`src/hw/amc_pkg.sv`:
```
// Shared constants and types for the area memory access checker.
// Assumes a single 200 MHz clock domain and a synchronous active-high reset.
package amc_pkg;

    localparam int AREAS    = 8;
    localparam int IDX_W    = 3;
    localparam int ADDR_W   = 32;
    localparam int ATTR_W   = 6;

    // Attribute bit positions
    localparam int ATTR_UR  = 0;
    localparam int ATTR_UW  = 1;
    localparam int ATTR_UX  = 2;
    localparam int ATTR_PR  = 3;
    localparam int ATTR_PW  = 4;
    localparam int ATTR_PX  = 5;

    // On-chip memory windows
    localparam logic [ADDR_W-1:0] ROM_BASE   = 32'h0000_0000;
    localparam logic [ADDR_W-1:0] ROM_LAST   = 32'h0003_FFFF;
    localparam logic [ADDR_W-1:0] RAM_BASE   = 32'h2000_0000;
    localparam logic [ADDR_W-1:0] RAM_LAST   = 32'h2000_FFFF;
    localparam logic [ADDR_W-1:0] FLASH_BASE = 32'h0800_0000;
    localparam logic [ADDR_W-1:0] FLASH_LAST = 32'h080F_FFFF;

    // Manufacturing defaults, one entry for all areas
    localparam logic [ADDR_W-1:0] DEF_BASE  = 32'hFFFF_FFFF;
    localparam logic [ADDR_W-1:0] DEF_LAST  = 32'h0000_0000;
    localparam logic [ATTR_W-1:0] DEF_ATTR  = 6'h38;
    localparam logic [AREAS-1:0]  DEF_CODE  = 8'hFF;
    // Attributes used where no area matches
    localparam logic [ATTR_W-1:0] MISS_ATTR = 6'h38;

    typedef enum logic [1:0] {
        AMC_OP_READ  = 2'h0,
        AMC_OP_WRITE = 2'h1,
        AMC_OP_EXEC  = 2'h2
    } amc_op_t;

    typedef enum logic [2:0] {
        AMC_CMD_STAGE   = 3'h0,
        AMC_CMD_ACCEPT  = 3'h1,
        AMC_CMD_INIT    = 3'h2,
        AMC_CMD_RESTORE = 3'h3
    } amc_cmd_t;

    typedef enum logic [2:0] {
        AMC_MEM_NONE  = 3'h0,
        AMC_MEM_ROM   = 3'h1,
        AMC_MEM_RAM   = 3'h2,
        AMC_MEM_FLASH = 3'h4
    } amc_mem_t;

endpackage

```
`src/hw/amc_area_match.sv`:
```
// Finds the lowest-numbered area whose range holds an address.
// Assumes area ranges come from flip-flops on the same clock.
module amc_area_match (
    // Address under test
    input  wire logic [amc_pkg::ADDR_W-1:0]                     addr,
    // Area table
    input  wire logic [amc_pkg::AREAS-1:0][amc_pkg::ADDR_W-1:0] area_base,
    input  wire logic [amc_pkg::AREAS-1:0][amc_pkg::ADDR_W-1:0] area_last,
    // Result
    output logic                                                hit,
    output logic      [amc_pkg::IDX_W-1:0]                      idx
);

    logic [amc_pkg::AREAS-1:0] in_area;

    genvar g;
    generate
        for (g = 0; g < amc_pkg::AREAS; g++) begin : g_cmp
            assign in_area[g] = (addr >= area_base[g]) && (addr <= area_last[g]);
        end
    endgenerate

    // Lowest index wins
    always_comb begin
        hit = 1'b0;
        idx = '0;
        for (int i = amc_pkg::AREAS - 1; i >= 0; i--) begin
            if (in_area[i]) begin
                hit = 1'b1;
                idx = amc_pkg::IDX_W'(i);
            end
        end
    end

endmodule // amc_area_match

```
`config.mk`:
```
export PLATFORM = sky130hd
export DESIGN_NAME = amc_area_match
export DESIGN_NICKNAME = d
export VERILOG_FILES = /design/src/hw/amc_pkg.sv /design/src/hw/amc_area_match.sv
export SDC_FILE = /design/constraint.sdc
export NUM_CORES = 1
export LEC_CHECK = 0
export BUFFER_PORTS_ARGS = -buffer_cell sky130_fd_sc_hd__buf_2
export CAP_MARGIN = 10
export CORE_AREA = 8 8 209 211
export DETAILED_ROUTE_END_ITERATION = 7
export DIE_AREA = 0 0 217 219
export PLACE_DENSITY = 0.55
export RECOVER_POWER = 25
export SLEW_MARGIN = 20
export SYNTH_ARGS = -nofsm -noshare
export SYNTH_HDL_FRONTEND = slang
export SYNTH_SLANG_ARGS = --single-unit
```
`constraint.sdc`:
```
create_clock -name vclk -period 6.62
set_input_delay 1.324 -clock vclk [all_inputs]
set_output_delay 1.324 -clock vclk [all_outputs]
set_load 0.01 [all_outputs]
```
# == Yosys cells after proc, flatten, opt, wreduce, memory -nomap -nowiden ==
# Cells that the tools add are included.
# totals
regBits,0
inputBits,544
output_inout_bits,4
wordCells,40
# classes
magnitude_cmp,16
n_mux,16
n_reduce_logical,8
# op_table
cell,n
greater-or-equal comparator 32 bit,8
<= comparator 32 bit,8
2-to-1 mux 3 bit,8
logical AND 1 bit,8
2-to-1 mux 1 bit,8

# == Logic depth before layout (Yosys ltp) ==
# logic_depth
depth_word,10
mapped_depth,10
mapped_depth_nobuf,10

# == Worst setup path before layout ==
# No wires, ideal clock.
# synth_timing
kind,input to output
start,in addr[0] (netlist name)
end,out hit
arrival_ns,3.682
path_slack_ns,1.614
stages,10
path_buffers,0
path_cell_list,inv_1 > ha_1 > nand2b_1 > a31oi_1 > o21ai_1 > a221o_1 > a211oi_1 > a22o_1 > nor3b_1 > or4b_1
# synth_via
elab_chain_len,10
word_cells_on_any_way,32
# synth_lines
element,line,rtl
"start, declared",amc_area_match.sv:5,"input wire logic [amc_pkg::ADDR_W-1:0] addr,"
greater-or-equal comparator 32 bit or <= comparator 32 bit (tied branches),amc_area_match.sv:19,assign in_area[g] = (addr >= area_base[g]) && (addr <= area_last[g]);
logical AND 1 bit,amc_area_match.sv:19,
2-to-1 mux 1 bit (7 in series),amc_area_match.sv:28,if (in_area[i]) begin
2-to-1 mux 1 bit *,amc_area_match.sv:28,
"end, declared",amc_area_match.sv:10,"output logic hit,"
# Every way passes the cells marked *; elsewhere a longest branch is shown, timed or not.

# == Final worst setup path ==
# layout_timing
start,in addr[19] (netlist name)
end,out hit
# The elaborated chain is that of the path after synthesis.

==> results.txt <==
----------------------------------------------------
[Run status]
  Run status ... completed

[Yosys]
  Sequential-to-total area share from yosys stat ... 0
  Gate Count Post-Synth ... 1772
  Post-Syn Area ... 12890 µm²
  Number of distinct library cell variants in the gate-level netlist after synthesis ... 59
  Fraction of the mapped netlist area in compound gates ... 0.2203
  Synth Area in Simple Gates ... 0.1340
  Avg Synthesized Cell Area ... 7.276 µm²
  Post-Synth XOR/XNOR Area ... 0
  Main combinational cell family by area after synthesis ... adder cells
  Proportion of synthesized area in mux cells ... 0
  Adder-cell area share of the yosys netlist ... 0.4969
  Number of warnings reported in the yosys synthesis log ... 0
  Number of nets produced by synthesis ... 2828

[Finish]
  FF+latch area ... 0 µm²
  CLK BUF ... 0
  Seq Cell Count ... 0
  Area delta synth->final ... 26.90%
  Count of placed standard cells in the final layout, fillers left out ... 2860
  Most frequent standard cell in the layout excluding fill and tap cells ... buf_2
  Final cell utilization of the core ... 0.4053
  Commonest cells after routing, fill and taps aside ... buf_2 (547), ha_1 (512), inv_1 (511)
  Post-layout instance area ... 16360 µm²
  Fraction of layout instances using a drive strength above 1 ... 0.2436
  Final-stage net count ... 3386
  Antenna Diode Count ... 0

[Setup path]
  Critical Path Fanout Max ... 10
  CP Buf/Inv Count ... 3
  Kind of critical path ... input pin to output port
  Library cell contributing the largest single delay on the critical path ... a311oi_1
  Dominant cell type by count on the critical path ... buf_2
  Worst Setup Start Kind ... input pin
  Setup crit end kind ... output port
  Chain of cells forming the critical path ... buf_2, buf_4, ha_1, and4_1, nand4bb_1, nor2_1, a311oi_1, nor3_1, o2bb2ai_1, nor3b_1, or4b_1, buf_2
  Largest stage delay, worst path ... 0.67 ns
  Cell family with the largest share of critical-path delay ... simple AND/OR/NAND/NOR gates
  Arr. time, crit path ... 4.91 ns
  WP data required ... 5.30 ns

[Drt]
  DR top layer ... met5
  Total length of routed wires ... 59.25 mm
  Vias per cell ... 5.131
  Routed wl met3 ... 3.847 mm
  WL met2 ... 27.76 mm
  Met1 routed wirelength after detailed routing ... 25.77 mm
  Length of the first detailed-routing pass in iterations ... 5
  Violation count after the first detailed-routing iteration ... 754
  Post-route antenna net violation count ... 0
  Detail-routed net length per standard cell ... 20.72 µm
  DR DRC count ... 0
  Vias after detailed routing ... 14680

[Placed design]
  Post-detailed-placement cell area ... 16360 µm²
  Number of I/O port buffers ... 548
  DP Wirelength ... 52.55 mm
  Total instance count after detailed placement ... 2860
  GP Congestion ... 0.9427

[Pwr]
  Largest vdd supply drop ... 38.00 µV
  Areal power density over the cells ... 62.62 nW/µm²
  Standby leakage power ... 0.01063 µW

[GRT]
  Wire length of the first global-routing pass ... 87.35 mm
  Gr usage total ... 0.2357
  Via count of the first global-routing pass ... 15390
  Number of antenna violations at the first check in global routing ... 1
  Total grt overflow ... 0
  Largest net degree at the start of global routing ... 17

[Floorplanning]
  Die outline height ... 219 µm
  Boundary pin count ... 548
  DIE AREA ... 47520 µm²
  Die W ... 217 µm
  Starting density of the core ... 0.3194
  Core area ... 40370 µm²
  Number of cell rows ... 74

[Clock network]
  # hold bufs at CTS ... 0
  Number of gates resized after CTS ... 0
  Buffer count from post-CTS setup fixing ... 0

[STA]
  F_max ... 160.4 MHz
  Number of max-slew violations in the final report ... 0
  Number of setup violations in the final report ... 0
  Final critical-path required period ... 6.233 ns
  RSZ-0062 raised after global routing ... no
  Slew HR ... 0.4588
  Sum Neg Setup Slack ... 0 ns
  Measured slew at the worst slew-check pin ... 0.8014 ns
  Part of the cycle the worst path needs ... 0.9415
  Count of endpoints failing hold in the final timing report ... 0

[Hold path]
  Hold Path Cell Cnt ... 9
  End of the worst hold path ... idx[2]
  Worst Hold Launch ... area_base[63]
  Type of the most critical hold path ... input pin to output port

[Run]
  Maximum Capacitance Violations ... 0

----------------------------------------------------
## power breakdown
group          switching [µW]  internal [µW]
Combinational             575            449
Clock                       0              0
Sequential                  0              0
## kinds of logic (layout without fill, tap and decap cells)
logic type / after synthesis / in the layout
fa+ha+maj: 512 / 512
compound gates: 435 / 435
simple gates: 314 / 314
buf+inv: 511 / 1067
## cell usage after synthesis, drive strengths merged (3+ instances only)
cell type    n  area, µm²
a2111oi     11      97.59
a211o        8      70.07
a211oi      25      187.7
a21boi       3      22.52
a21o        88      660.6
a21oi      147      735.7
a221o        7      70.07
a221oi      14      122.6
a31oi        6      37.54
a41oi        3      26.28
and2         6      37.53
and3         4      25.02
and4        16      141.4
ha         512       6406
inv        511       1918
nand2       69      259.0
nand2b      11      68.82
nand3       32      160.2
nand4       81      513.0
nor2        38      142.6
nor2b       17      113.9
nor3        17      85.08
nor4        10      77.57
o2111ai      5      43.79
o211ai      19      142.6
o21a         8      60.06
o21ai       63      315.3
o22ai        4      25.02
o31ai        6      58.81
o41ai        3      26.28
or2          3      18.77
## worst max path at each step
stage | start | end | slack (ns) | cells after the start
final | addr[19] | hit | 0.39 | 12
after floorplan | addr[0] | hit | 1.61 | 10
after CTS | addr[19] | hit | 0.38 | 12
after global routing | addr[19] | hit | 0.24 | 12
after detailed placement | addr[19] | hit | 0.40 | 12
after global placement | addr[19] | hit | 0.47 | 12
## layer usage
metal,global-route usage,vias up
li1,-,7369
met1,0.2932,6695
met2,0.4153,529
met3,0.03841,81
met4,0.06425,2
met5,0,-
## cell type report
class                           count  area (µm²)
Timing Repair Buffer              556        2803
Tap cell                          532       665.6
Fill cell                        4265       24010
Inverter                          511        1918
Multi-Input combinational cell   1261       10970
## metrics by stage
stage / hold WS, ns / total power, µW / setup slack, ns
after global placement: 3.572 / 993.5 / 0.4663
after detailed placement: 3.558 / 1022 / 0.4035
after floorplan: 3.126 / 559.9 / 1.614
final: 3.552 / 1024 / 0.3873
after global routing: 3.622 / 1166 / 0.2357
after CTS: 3.564 / 1027 / 0.3834
No activity file was read; power rests on OpenSTA's default activity.
